### src/verilog/svm_consts.svh
`ifndef SVM_CONSTS_SVH
`define SVM_CONSTS_SVH

`define SVM_ADDR_CONTROL 16'hff50
`define SVM_ADDR_LEVEL 16'hff51
`define SVM_ADDR_IRQ 16'hff52
`define SVM_ADDR_CAUSE 16'hff54

`define SVM_CTL_ENABLE_BIT 7
`define SVM_CTL_MODE_BIT 1
`define SVM_CTL_FLAG_BIT 0
`define SVM_IRQ_REQ_BIT 0
`define SVM_IRQ_MASK_BIT 1
`define SVM_CAUSE_LV_BIT 0

`define SVM_CONTROL_RESET 8'h00
`define SVM_LEVEL_RESET 8'h00
`define SVM_CAUSE_RESET 8'h00
`define SVM_CODE_LAST 4'h9

`define SVM_SETTLE_NS 200000
`define SVM_CLOCK_NS 100
`define SVM_SETTLE_CYCLES ((`SVM_SETTLE_NS + `SVM_CLOCK_NS - 1) / `SVM_CLOCK_NS)

`endif

### src/verilog/svm_pkg.sv
`default_nettype none
package svm_pkg;
   typedef logic [7:0] svm_byte_t;
   typedef logic [15:0] svm_addr_t;
   typedef logic [3:0] svm_code_t;
endpackage
`default_nettype wire

### src/verilog/svm_cmp_if.sv
`default_nettype none
interface svm_cmp_if;
   logic poc_below_raw;
   logic lvi_below_raw;
   logic poc_below;
   logic lvi_below;
   modport sync (input poc_below_raw, input lvi_below_raw, output poc_below, output lvi_below);
   modport user (output poc_below_raw, output lvi_below_raw, input poc_below, input lvi_below);
endinterface
`default_nettype wire

### src/verilog/svm_top.sv
`include "svm_consts.svh"
`default_nettype none
module svm_top
(
   input wire logic clock,
   input wire logic resetn,
   input wire svm_pkg::svm_addr_t mem_addr,
   input wire svm_pkg::svm_byte_t mem_wdata,
   input wire logic mem_write,
   input wire logic mem_read,
   output svm_pkg::svm_byte_t mem_rdata,
   input wire logic power_on_comparator_below,
   input wire logic voltage_monitor_below,
   output logic comparator_enable,
   output svm_pkg::svm_code_t threshold_code,
   output logic monitor_irq,
   output logic internal_reset
);
   import svm_pkg::*;

   svm_cmp_if cmp ();

   logic monitor_enable;
   logic monitor_mode_select;
   logic monitor_irq_mask;
   logic monitor_irq_request_flag;
   logic low_voltage_reset_cause;
   logic irq_level_q;
   logic low_supply_flag;
   logic monitor_reset_req;
   logic next_internal_reset;
   logic next_monitor_irq;
   logic wr_control;
   logic wr_level;
   logic wr_irq;
   logic rd_cause;
   logic hit_control;
   logic hit_level;
   logic hit_irq;
   logic hit_cause;
   svm_byte_t next_rdata;

   assign cmp.poc_below_raw = power_on_comparator_below;
   assign cmp.lvi_below_raw = voltage_monitor_below;

   svm_sync3 u_sync
   (
      .clock(clock),
      .resetn(resetn),
      .cmp(cmp)
   );

   // Decoded once, shared by the write strobes and the read mux
   always_comb
   begin
      hit_control = 1'b0;
      hit_level = 1'b0;
      hit_irq = 1'b0;
      hit_cause = 1'b0;
      if (mem_addr == `SVM_ADDR_CONTROL)
         hit_control = 1'b1;
      else if (mem_addr == `SVM_ADDR_LEVEL)
         hit_level = 1'b1;
      else if (mem_addr == `SVM_ADDR_IRQ)
         hit_irq = 1'b1;
      else if (mem_addr == `SVM_ADDR_CAUSE)
         hit_cause = 1'b1;
   end

   assign wr_control = mem_write & hit_control;
   assign wr_level = mem_write & hit_level;
   assign wr_irq = mem_write & hit_irq;
   assign rd_cause = mem_read & hit_cause;

   assign low_supply_flag = monitor_enable & cmp.lvi_below;
   // Reset mode only trips while the comparator says low, so arming it is safe
   assign monitor_reset_req = low_supply_flag & monitor_mode_select;
   assign next_internal_reset = cmp.poc_below | monitor_reset_req;
   assign next_monitor_irq = low_supply_flag & ~monitor_mode_select;

   // Control and level registers; power-on reset clears, monitor reset does not
   always_ff @(posedge clock or negedge resetn)
   begin
      if (!resetn)
      begin
         monitor_enable <= 1'(`SVM_CONTROL_RESET >> `SVM_CTL_ENABLE_BIT);
         monitor_mode_select <= 1'b0;
         threshold_code <= 4'(`SVM_LEVEL_RESET);
      end
      else if (cmp.poc_below)
      begin
         monitor_enable <= 1'b0;
         monitor_mode_select <= 1'b0;
         threshold_code <= 4'h0;
      end
      else
      begin
         if (wr_control)
         begin
            // Flag bit 0 and bits 2 to 6 are not stored
            monitor_enable <= mem_wdata[`SVM_CTL_ENABLE_BIT];
            monitor_mode_select <= mem_wdata[`SVM_CTL_MODE_BIT];
         end
         // Prohibited codes pass through unchanged; the analog side copes
         if (wr_level)
            threshold_code <= mem_wdata[3:0];
      end
   end

   assign comparator_enable = monitor_enable;

   // Any reset leaves the source masked
   always_ff @(posedge clock or negedge resetn)
   begin
      if (!resetn)
         monitor_irq_mask <= 1'b1;
      else if (next_internal_reset)
         monitor_irq_mask <= 1'b1;
      else if (wr_irq)
         monitor_irq_mask <= mem_wdata[`SVM_IRQ_MASK_BIT];
   end

   // Rising edge sets; set beats a simultaneous software clear
   always_ff @(posedge clock or negedge resetn)
   begin
      if (!resetn)
      begin
         monitor_irq_request_flag <= 1'b0;
         irq_level_q <= 1'b0;
      end
      else
      begin
         irq_level_q <= next_monitor_irq;
         if (next_monitor_irq && !irq_level_q)
            monitor_irq_request_flag <= 1'b1;
         else if (wr_irq)
            monitor_irq_request_flag <= mem_wdata[`SVM_IRQ_REQ_BIT];
      end
   end

   // Cause bit: set by monitor reset, cleared by power-on reset or a read
   // Set beats the read-clear, so a read racing a trip cannot lose the cause
   always_ff @(posedge clock or negedge resetn)
   begin
      if (!resetn)
         low_voltage_reset_cause <= 1'b0;
      else if (cmp.poc_below)
         low_voltage_reset_cause <= 1'b0;
      else if (monitor_reset_req)
         low_voltage_reset_cause <= 1'b1;
      else if (rd_cause)
         low_voltage_reset_cause <= 1'b0;
   end

   // Core stays in reset until the first edge after release
   always_ff @(posedge clock or negedge resetn)
   begin
      if (!resetn)
         internal_reset <= 1'b1;
      else
         internal_reset <= next_internal_reset;
   end

   always_ff @(posedge clock or negedge resetn)
   begin
      if (!resetn)
         monitor_irq <= 1'b0;
      else
         monitor_irq <= next_monitor_irq;
   end

   always_comb
   begin
      next_rdata = 8'h00;
      // Unmapped addresses and unused bits read as zero
      if (hit_control)
      begin
         next_rdata[`SVM_CTL_ENABLE_BIT] = monitor_enable;
         next_rdata[`SVM_CTL_MODE_BIT] = monitor_mode_select;
         next_rdata[`SVM_CTL_FLAG_BIT] = low_supply_flag;
      end
      else if (hit_level)
         next_rdata[3:0] = threshold_code;
      else if (hit_irq)
      begin
         next_rdata[`SVM_IRQ_MASK_BIT] = monitor_irq_mask;
         next_rdata[`SVM_IRQ_REQ_BIT] = monitor_irq_request_flag;
      end
      else if (hit_cause)
         next_rdata[`SVM_CAUSE_LV_BIT] = low_voltage_reset_cause;
   end

   always_ff @(posedge clock or negedge resetn)
   begin
      if (!resetn)
         mem_rdata <= 8'h00;
      else if (mem_read)
         mem_rdata <= next_rdata;
   end
endmodule
`default_nettype wire

### src/verilog/svm_sync3.sv
`default_nettype none
module svm_sync3
(
   input wire logic clock,
   input wire logic resetn,
   svm_cmp_if.sync cmp
);
   import svm_pkg::*;

   logic [2:0] poc_pipe;
   logic [2:0] lvi_pipe;
   logic poc_state;
   logic lvi_state;

   // Stage 0 feeds only stage 1; the agreement test looks at stages 1 and 2
   always_ff @(posedge clock or negedge resetn)
   begin
      if (!resetn)
      begin
         poc_pipe <= 3'h0;
         lvi_pipe <= 3'h0;
      end
      else
      begin
         poc_pipe <= {poc_pipe[1:0], cmp.poc_below_raw};
         lvi_pipe <= {lvi_pipe[1:0], cmp.lvi_below_raw};
      end
   end

   // Filter out single-cycle glitches near the trip point
   always_ff @(posedge clock or negedge resetn)
   begin
      if (!resetn)
      begin
         poc_state <= 1'b0;
         lvi_state <= 1'b0;
      end
      else
      begin
         if (poc_pipe[1] == poc_pipe[2])
            poc_state <= poc_pipe[2];
         if (lvi_pipe[1] == lvi_pipe[2])
            lvi_state <= lvi_pipe[2];
      end
   end

   assign cmp.poc_below = poc_state;
   assign cmp.lvi_below = lvi_state;
endmodule
`default_nettype wire

### config.mk
export PLATFORM = sky130hd
export DESIGN_NAME = svm_top
export DESIGN_NICKNAME = d
export VERILOG_FILES = /design/src/verilog/svm_pkg.sv /design/src/verilog/svm_cmp_if.sv /design/src/verilog/svm_top.sv /design/src/verilog/svm_sync3.sv
export VERILOG_INCLUDE_DIRS = /design/src /design/src/verilog
export SDC_FILE = /design/constraint.sdc
export NUM_CORES = 1
export LEC_CHECK = 0
export BUFFER_PORTS_ARGS = -buffer_cell sky130_fd_sc_hd__buf_2
export CORE_ASPECT_RATIO = 0.7
export CORE_UTILIZATION = 42
export DETAILED_ROUTE_END_ITERATION = 8
export PLACE_DENSITY = 0.8
export SYNTH_ARGS = -nofsm -noshare
export SYNTH_HDL_FRONTEND = slang
export SYNTH_SLANG_ARGS = --single-unit
### constraint.sdc
create_clock -name clock -period 1 [get_ports clock]
set_input_delay 0.15 -clock clock [delete_from_list [all_inputs] [get_ports clock]]
set_output_delay 0.15 -clock clock [all_outputs]
set_load 0.01 [all_outputs]
==> metrics.yaml, run 1 <==
run_status:
  status: "finished, violations left"
  violations: "setup timing"
route:
  avgRoutedWirePerCell_um: 15.62
  drt-initial-drc-count: 138
  vias: 1131
  drcViolationCount: 0
  first_pass_iters: 4
  totalWireLength_mm: 3.186
  vias_per_cell: 5.544
  final_antenna_net_count: 0
setup_path:
  reg2reg_depth: 4
  critical_path.max_stage_delay_ns: 0.44
  reg2reg_slack_ns: -0.16
  crit_type: "in2reg"
  worst-endpoint-arrival_ns: 1.31
  crit_chain: "buf_6 > or3b_4 > or3b_4 > o21ai_2 > a21oi_2"
  worst_path_most_repeated_cell: "or3b_4"
  start_kind: "primary input"
  worst-path-max-fanout: 4
  end_kind: "flip-flop"
  critical_path_required_ns: 1.16
  crit_path_top_delay_cell: "or3b_4"
timing:
  timing.fmax_mhz: 865.7
  post-route-period-util: 1.155
  worst_pin_slew_ns: 0.5138
  setup_viol: 18
  rsz0062_at_grt: "true"
  hold_viol: 0
  relSlewSlack: 0.6575
  slew_violations: 0
  tns_ns: -1.282
  setup_ws_ns: -0.1551
  finClkSkew_ns: 0.003233
  period_minus_slack_ns: 1.155
flow_run:
  max_cap_viol_count: 0
floorplan:
  start_util: 0.4433
  fp.dieW_um: 62.89
  pin_count: 45
  core_area_um2: 2459
  die_area_um2: 2806
  fp-row-count: 15
  die_h_um: 44.62
yosys:
  synth-async-reset-ratio: 1.000
  synthesis.area_um2: 1090
  yosys_most_used_dff: "dfrtp_1"
  synthCells: 105
  ys_seq_elements: 24
  yosysWarnings: 0
  syn_avg_cell_area_um2: 10.38
  ys_seq_area_frac: 0.5534
  synth_top_area_cell: "dfrtp_1"
  ys_types: 33
  synth_edf_count: 0
  synthTopCellsByArea: "dfrtp_1, dfstp_2, nand3_1"
  synth.top_cell.area_share: 0.5052
clock_network:
  clk-insertion-delay-late_ns: 0.26
  cts_root_buf: "clkbuf_8"
  cts-htree-levels: 1
  clock-sinks: 24
  cts_buffers: 3
  cts_tree: "done"
  clkTransAtPathRegs_ns: 0.08
  clockBufferDepth: 2
global_routing:
  grt_max_degree: 25
  overflow: 0
  grt_pass1_vias: 1016
  antenna_found_initial: 0
  grt_pass1_wl_mm: 4.643
  grtUsageTotal: 0.2207
power_and_ir_drop:
  power_w: 0.002116
  vdd_drop_max_mv: 0.7141
  cellLeakagePower_nw: 0.8065
  cellPowerDensity_nw_per_um2: 1165
layout:
  layout_commonest_cell: "buf_2"
  antenna_cells: 0
  nNetsFinal: 201
  drive_gt1_frac: 0.5588
  mostFrequentLayoutCells: "buf_2, dfrtp_1, buf_4, buf_6, nand3_1"
  area_growth_pct: 66.59
placement:
  dp_hpwl_mm: 1.995
  portBuffers: 38
  gp_congestion: 0.8799
min_path:
  min_path_type: "in2reg"
  hold_path_depth: 3
## report_power, final
part	switching, W	internal (W)
combinational	0.000128	0.000137
sequential	0.0000187	0.000997
clock	0.000300	0.000535
## layout make-up
type	instances	area [µm²]
Multi-Input combinational cell	73	594.3
Sequential cell	24	604.3
Fill cell	154	643.1
Timing Repair Buffer	65	488.0
Inverter	4	15.01
Clock inverter	1	30.03
Clock buffer	3	41.29
Tap cell	34	42.54
## per-layer routing
| layer | track usage | wire [µm] |
|---|---|---|
| met1 | 0.2717 | 1319 |
| met2 | 0.4065 | 1564 |
| met3 | 0.05928 | 273 |
| met4 | 0.02326 | 29 |
| met5 | 0 | 0 |
## timing repair
action                                  4_1_cts  5_1_grt
setup buffers                                 1        5
endpoints found under the setup margin       15       18
resized for setup                            20       23
pin swaps                                     7        5
gates cloned                                  1        0
endpoints found under the hold margin        24        0
hold buffers                                  3        0
## registers in the layout (all words and copies together), names as in the netlist
| signal | flops |
|---|---|
| u_sync.cmp.lvi_below | 1 |
| internal_reset | 1 |
| low_voltage_reset_cause | 1 |
| mem_rdata | 5 |
| monitor_irq_mask | 1 |
| u_sync.cmp.poc_below | 1 |
| u_sync.poc_pipe | 3 |
| threshold_code | 4 |
| monitor_irq | 1 |
| monitor_irq_request_flag | 1 |
| comparator_enable | 1 |
| u_sync.lvi_pipe | 3 |
| monitor_mode_select | 1 |
## per-stage QoR
stage / area [µm²] / cells / setup WS, ns / hold slack [ns] / util
global placement: 1463 / 190 / -0.3974 / 0.1442 / 0.5949
detailed placement: 1463 / 190 / -0.4278 / 0.1562 / 0.5949
floorplan: 1142 / 107 / -0.2532 / -0.1456 / -
global route: 1815 / 204 / -0.2006 / 0.1580 / 0.7384
finish: 1815 / 204 / -0.1551 / 0.1488 / 0.7384
CTS: 1680 / 199 / -0.1507 / 0.1340 / 0.6835
## cell families (layout without fill, tap and decap cells)
kind of cell / Yosys count / count (layout) / synth area share
AND/OR/NAND/NOR: 40 / 41 / 0.2262
multiplexers: 1 / 1 / 0.009185
other: 1 / 3 / 0.003441
adder cells (fa/ha/maj): 2 / 2 / 0.01837
buffers and inverters: 11 / 73 / 0.04821
AO/OA/AOI/OAI: 26 / 26 / 0.1412
flip-flops: 24 / 24 / 0.5534
## final timing paths
path | startpoint | end
setup reg to reg | monitor_irq_request_flag | mem_rdata[0]
setup / recovery | mem_addr[3] | threshold_code[2]
max in group asynchronous | resetn | comparator_enable
min in group asynchronous | resetn | mem_rdata[1]
hold reg to reg | u_sync.poc_pipe[0] | u_sync.poc_pipe[1]
hold / removal | mem_wdata[3] | threshold_code[3]
## cell usage after synthesis (2+ instances only)
library cell / instances
a21oi_1: 8
a31o_2: 2
buf_4: 3
clkbuf_1: 4
dfrtp_1: 22
dfstp_2: 2
inv_1: 4
maj3_1: 2
nand2_1: 2
nand2b_1: 2
nand3_1: 9
nand3b_1: 2
nand4_1: 6
nor2_1: 4
nor2b_1: 2
nor3_1: 3
o21ai_0: 7
o21ai_1: 4
o31ai_1: 2
or3_1: 2
## worst max-delay path, delay by kind of cell
family,cells,cell delay (ns)
AND/OR/NAND/NOR,2,0.83
AO/OA/AOI/OAI,2,0.24
buffers and inverters,1,0.09
No activity file was read; power rests on OpenSTA's default activity.
==> run 2, diff against run 1 <==
--- a/config.mk
+++ b/config.mk
@@ -9,8 +9,9 @@
 export BUFFER_PORTS_ARGS = -buffer_cell sky130_fd_sc_hd__buf_2
 export CORE_ASPECT_RATIO = 0.7
 export CORE_UTILIZATION = 42
+export CTS_CLUSTER_DIAMETER = 30
 export DETAILED_ROUTE_END_ITERATION = 8
-export PLACE_DENSITY = 0.8
+export PLACE_DENSITY = 0.77
 export SYNTH_ARGS = -nofsm -noshare
 export SYNTH_HDL_FRONTEND = slang
 export SYNTH_SLANG_ARGS = --single-unit
==> constraint.sdc (replaced) <==
create_clock -name clock -period 1 [get_ports clock]
set_input_delay 0 -clock clock [delete_from_list [all_inputs] [get_ports clock]]
set_output_delay 0 -clock clock [all_outputs]
set_load 0.01 [all_outputs]
==> metrics.yaml, run 2 (same netlist as run 1, synthesis figures left out) <==
run_status:
  status: "finished, violations left"
  violations: "setup timing"
clock_network:
  postCtsSetupRepairBufs: 0
  clk-insertion-delay-late_ns: 0.26
  cts_root_buf: "clkbuf_8"
  cts_tree: "done"
  cts-htree-levels: 1
  clkTransAtPathRegs_ns: 0.08
  cts_buffers: 3
  clock-sinks: 24
  clockBufferDepth: 2
placement:
  dp_hpwl_mm: 2.138
  portBuffers: 38
  gp_congestion: 0.8456
route:
  vias: 1028
  drcViolationCount: 0
  drt-initial-drc-count: 45
  avgRoutedWirePerCell_um: 14.50
  final_antenna_net_count: 0
  first_pass_iters: 4
  vias_per_cell: 5.192
  totalWireLength_mm: 2.871
setup_path:
  path_delay_family: "compound AO/OA/AOI/OAI gates"
  critical_path.max_stage_delay_ns: 0.40
  critical_path_required_ns: 1.15
  crit_type: "reg2reg"
  r2r-start: "monitor_irq_request_flag"
  critPathLaunch: "monitor_irq_request_flag"
  start_kind: "flip-flop"
  worst-endpoint-arrival_ns: 1.29
  end_kind: "flip-flop"
  worst-path-max-fanout: 2
  crit_path_top_delay_cell: "dfrtp_1"
  crit_chain: "nand2b_4 > a22o_1 > o2111ai_2 > o21ai_1"
  cp.buffers_inverters: 0
power_and_ir_drop:
  cellPowerDensity_nw_per_um2: 1175
  vdd_drop_max_mv: 1.145
  cellLeakagePower_nw: 0.7251
timing:
  finClkSkew_ns: 0.004550
  setup_viol: 3
  worst_pin_slew_ns: 0.5236
  tns_ns: -0.1432
  setup_ws_ns: -0.1391
  period_minus_slack_ns: 1.139
  timing.fmax_mhz: 877.9
  hold_viol: 0
  rsz0062_at_grt: "true"
  relSlewSlack: 0.6509
  post-route-period-util: 1.139
  slew_violations: 0
floorplan:
  pin_count: 45
  fp.dieW_um: 62.89
  die_area_um2: 2806
  start_util: 0.4433
  core_area_um2: 2459
  fp-row-count: 15
  die_h_um: 44.62
layout:
  nNetsFinal: 195
  mostFrequentLayoutCells: "buf_2, dfrtp_1, buf_4, nand3_1, a21oi_1"
  postLayoutCoreUtil: 0.6514
  antenna_cells: 0
  largest_reg_flops: 5
  multi_input_area_um2: 508.0
  seq_area_um2: 604.3
  regMostFlops: "mem_rdata"
  drive_gt1_frac: 0.4695
  area_growth_pct: 46.96
  layout_commonest_cell: "buf_2"
  n_fill_cell: 215
  reg.largest.list: "mem_rdata (5), threshold_code (4)"
global_routing:
  overflow: 0
  grtUsageTotal: 0.2218
  grt_pass1_wl_mm: 4.671
  grt_max_degree: 25
  antenna_found_initial: 0
  grt_pass1_vias: 1024
flow_run:
  max_cap_viol_count: 0
min_path:
  min_path_type: "in2reg"
  min_from: "mem_wdata[7]"
==> run 2: worst reg2reg max path, cell delays in order (launching register included) <==
cell and delay (ns):
dfrtp_1 0.40, nand2b_4 0.14, a22o_1 0.22, o2111ai_2 0.18
o21ai_1 0.09
==> run 2: through the flow <==
stage	instances	hold slack [ns]	worst slack [ns]	area (µm²)	total power, W
after floorplan	107	-0.2956	-0.1032	1136	0.001104
after global placement	188	-0.007937	-0.2495	1441	0.001228
after detailed placement	188	0.008741	-0.2906	1441	0.001235
after CTS	198	0.01635	-0.1174	1575	0.001896
after global routing	198	0.02320	-0.2220	1602	0.001965
final	198	0.02189	-0.1391	1602	0.001882
==> run 2: area by class of cell <==
class,instances,share of cell area
clock buffer,4,0.03437
inverter,4,0.009375
multi-input combinational,72,0.3172
sequential,24,0.3773
tap,34,0.02656
timing repair buffer,60,0.2352
==> run 2: report_power, final <==
group	internal [W]	switching [W]	leakage, nW
registers	0.000997	0.0000183	0.303
clock network	0.000351	0.000287	0.0288
logic	0.000118	0.000111	0.393
total	0.00147	0.000417	0.725
==> run 2: layer usage <==
| layer | share of wire | track usage |
|---|---|---|
| met2 | 0.49 | 0.4000 |
| met5 | 0 | 0 |
| met4 | 0 | 0.01860 |
| met3 | 0.058 | 0.05155 |
| met1 | 0.45 | 0.2859 |
==> run 2: what timing repair did <==
item	4_1_cts	5_1_grt
gates cloned	0	0
endpoints found under the hold margin	27	0
resized for setup	4	8
pin swaps	0	6
setup endpoints to repair	4	8
hold buffers	6	0
==> run 2: worst paths after layout <==
path,end,slack (ns),depth (start not counted)
min in group asynchronous,threshold_code[1],0.24,2
worst min register to register,u_sync.poc_pipe[1],0.35,0
worst min-delay path,comparator_enable,0.02,3
worst max register to register,mem_rdata[0],-0.14,4
max in group asynchronous,comparator_enable,0.37,2
worst max-delay path,mem_rdata[0],-0.14,4
==> run 3, diff against run 2 <==
--- a/config.mk
+++ b/config.mk
@@ -7,10 +7,12 @@
 export NUM_CORES = 1
 export LEC_CHECK = 0
 export BUFFER_PORTS_ARGS = -buffer_cell sky130_fd_sc_hd__buf_2
+export CAP_MARGIN = 20
 export CORE_ASPECT_RATIO = 0.7
 export CORE_UTILIZATION = 42
 export CTS_CLUSTER_DIAMETER = 30
 export DETAILED_ROUTE_END_ITERATION = 8
+export MAX_ROUTING_LAYER = met4
 export PLACE_DENSITY = 0.77
 export SYNTH_ARGS = -nofsm -noshare
 export SYNTH_HDL_FRONTEND = slang
==> metrics.yaml, run 3 (same netlist as run 1, synthesis figures left out) <==
layout:
  drive_gt1_frac: 0.4909
  largest_reg_flops: 5
  antenna_cells: 0
  mostFrequentLayoutCells: "buf_2, dfrtp_1, buf_4, nand3_1, a21oi_1"
  layout_commonest_cell: "buf_2"
  area_growth_pct: 51.89
  reg.largest.list: "mem_rdata (5), threshold_code (4)"
  regMostFlops: "mem_rdata"
  nNetsFinal: 196
  design_area_um2: 1655
timing:
  relSlewSlack: 0.6479
  hold_ws_ns: 0.003687
  setup_ws_ns: -0.1041
  post-route-period-util: 1.104
  setup_viol: 2
  finClkSkew_ns: 0.002595
  worst_pin_slew_ns: 0.5281
  rsz0062_at_grt: "true"
  timing.fmax_mhz: 905.7
  period_minus_slack_ns: 1.104
  slew_violations: 0
  hold_viol: 0
route:
  final_antenna_net_count: 0
  drcViolationCount: 0
  drt-initial-drc-count: 45
  first_pass_iters: 4
  vias: 1080
  avgRoutedWirePerCell_um: 14.96
  vias_per_cell: 5.427
  totalWireLength_mm: 2.978
run_status:
  violations: "setup timing"
  status: "finished, violations left"
global_routing:
  grtUsageTotal: 0.2481
  antenna_found_initial: 0
  grt_max_degree: 25
  grt_pass1_vias: 1031
  grt_pass1_wl_mm: 4.947
  overflow: 0
setup_path:
  end_kind: "flip-flop"
  crit_chain: "nand2b_4 > a22o_1 > o2111ai_2 > o21ai_1"
  start_kind: "flip-flop"
  cp.buffers_inverters: 0
  worst-endpoint-arrival_ns: 1.26
  critical_path_required_ns: 1.15
  crit_type: "reg2reg"
  worst-path-max-fanout: 2
  crit_path_top_delay_cell: "dfrtp_1"
  path_delay_family: "compound AO/OA/AOI/OAI gates"
  critical_path.max_stage_delay_ns: 0.39
clock_network:
  clockBufferDepth: 2
  cts_root_buf: "clkbuf_8"
  cts-htree-levels: 1
  clkTransAtPathRegs_ns: 0.08
  cts_tree: "done"
  clk-insertion-delay-late_ns: 0.27
  cts_buffers: 3
  clock-sinks: 24
power_and_ir_drop:
  cellLeakagePower_nw: 0.7450
  vdd_drop_max_mv: 1.176
  cellPowerDensity_nw_per_um2: 1262
min_path:
  min_path_type: "in2reg"
floorplan:
  die_area_um2: 2806
  pin_count: 45
  fp.dieW_um: 62.89
  die_h_um: 44.62
  core_area_um2: 2459
  start_util: 0.4433
  fp-row-count: 15
placement:
  portBuffers: 38
  gp_congestion: 0.8285
  place_area_um2: 1441
  dp_hpwl_mm: 2.182
flow_run:
  max_cap_viol_count: 0
run 3: cell types whose count changed in the layout (fill, tap and decap cells not counted), sizes merged:
cell	change
buf	+1
clkbuf	-1
bufinv	+1
run 3: final timing paths:
| kind | start | endpoint | slack [ns] | cells after the start |
|---|---|---|---|---|
| worst max register to register | monitor_irq_request_flag | mem_rdata[0] | -0.10 | 4 |
| worst min register to register | u_sync.poc_pipe[0] | u_sync.poc_pipe[1] | 0.35 | 0 |
| max in group asynchronous | resetn | comparator_enable | 0.38 | 2 |
| worst min-delay path | mem_read | mem_rdata[0] | 0.004 | 3 |
| min in group asynchronous | resetn | mem_rdata[1] | 0.24 | 2 |
| worst max-delay path | monitor_irq_request_flag | mem_rdata[0] | -0.10 | 4 |
run 3: through the flow:
| step | power (W) | std cells | utilization | setup WS [ns] | setup TNS [ns] |
|---|---|---|---|---|---|
| 3_5_place_dp | 0.001235 | 188 | 0.5863 | -0.2911 | -2.839 |
| 5_1_grt | 0.002178 | 199 | 0.6733 | -0.1810 | -0.2227 |
| 3_3_place_gp | 0.001227 | 188 | 0.5863 | -0.2513 | -2.477 |
| 4_1_cts | 0.002105 | 198 | 0.6489 | -0.1169 | -0.1169 |
| 2_1_floorplan | 0.001104 | 107 | - | -0.1032 | -0.7610 |
| 6_report | 0.002089 | 199 | 0.6733 | -0.1041 | -0.1045 |
run 3: layer usage:
layer / GRT usage / routed length, µm / up-vias
li1: - / - / 499
met1: 0.3021 / 1292 / 530
met2: 0.4043 / 1464 / 43
met3: 0.05412 / 152 / 8
met4: 0.1070 / 68 / 0
met5: - / 0 / -
run 3: where the power goes:
part / total (W) / switching (W) / internal [W] / leakage [nW]
Combinational: 0.000235 / 0.000116 / 0.000119 / 0.406
Sequential: 0.00102 / 0.0000188 / 0.000997 / 0.303
Clock: 0.000839 / 0.000303 / 0.000535 / 0.0357
run 3: final cells by class:
type | count | area (µm²)
Clock inverter | 1 | 30.03
Fill cell | 208 | 803.3
Inverter | 4 | 15.01
Tap cell | 34 | 42.54
Sequential cell | 24 | 604.3
Clock buffer | 3 | 41.29
Timing Repair Buffer | 61 | 394.1
Multi-Input combinational cell | 72 | 528.0
run 3: repair_timing:
item	in CTS	in global routing
pin swaps	0	4
setup endpoints to repair	5	8
hold buffers	6	0
setup buffers	0	1
gates resized for setup	5	13
endpoints found under the hold margin	27	0
run 3: tightest hold or removal path: cells and delay by family:
family | cells | cell delay (ns)
AO/OA/AOI/OAI | 2 | 0.12
buffers and inverters | 1 | 0.12
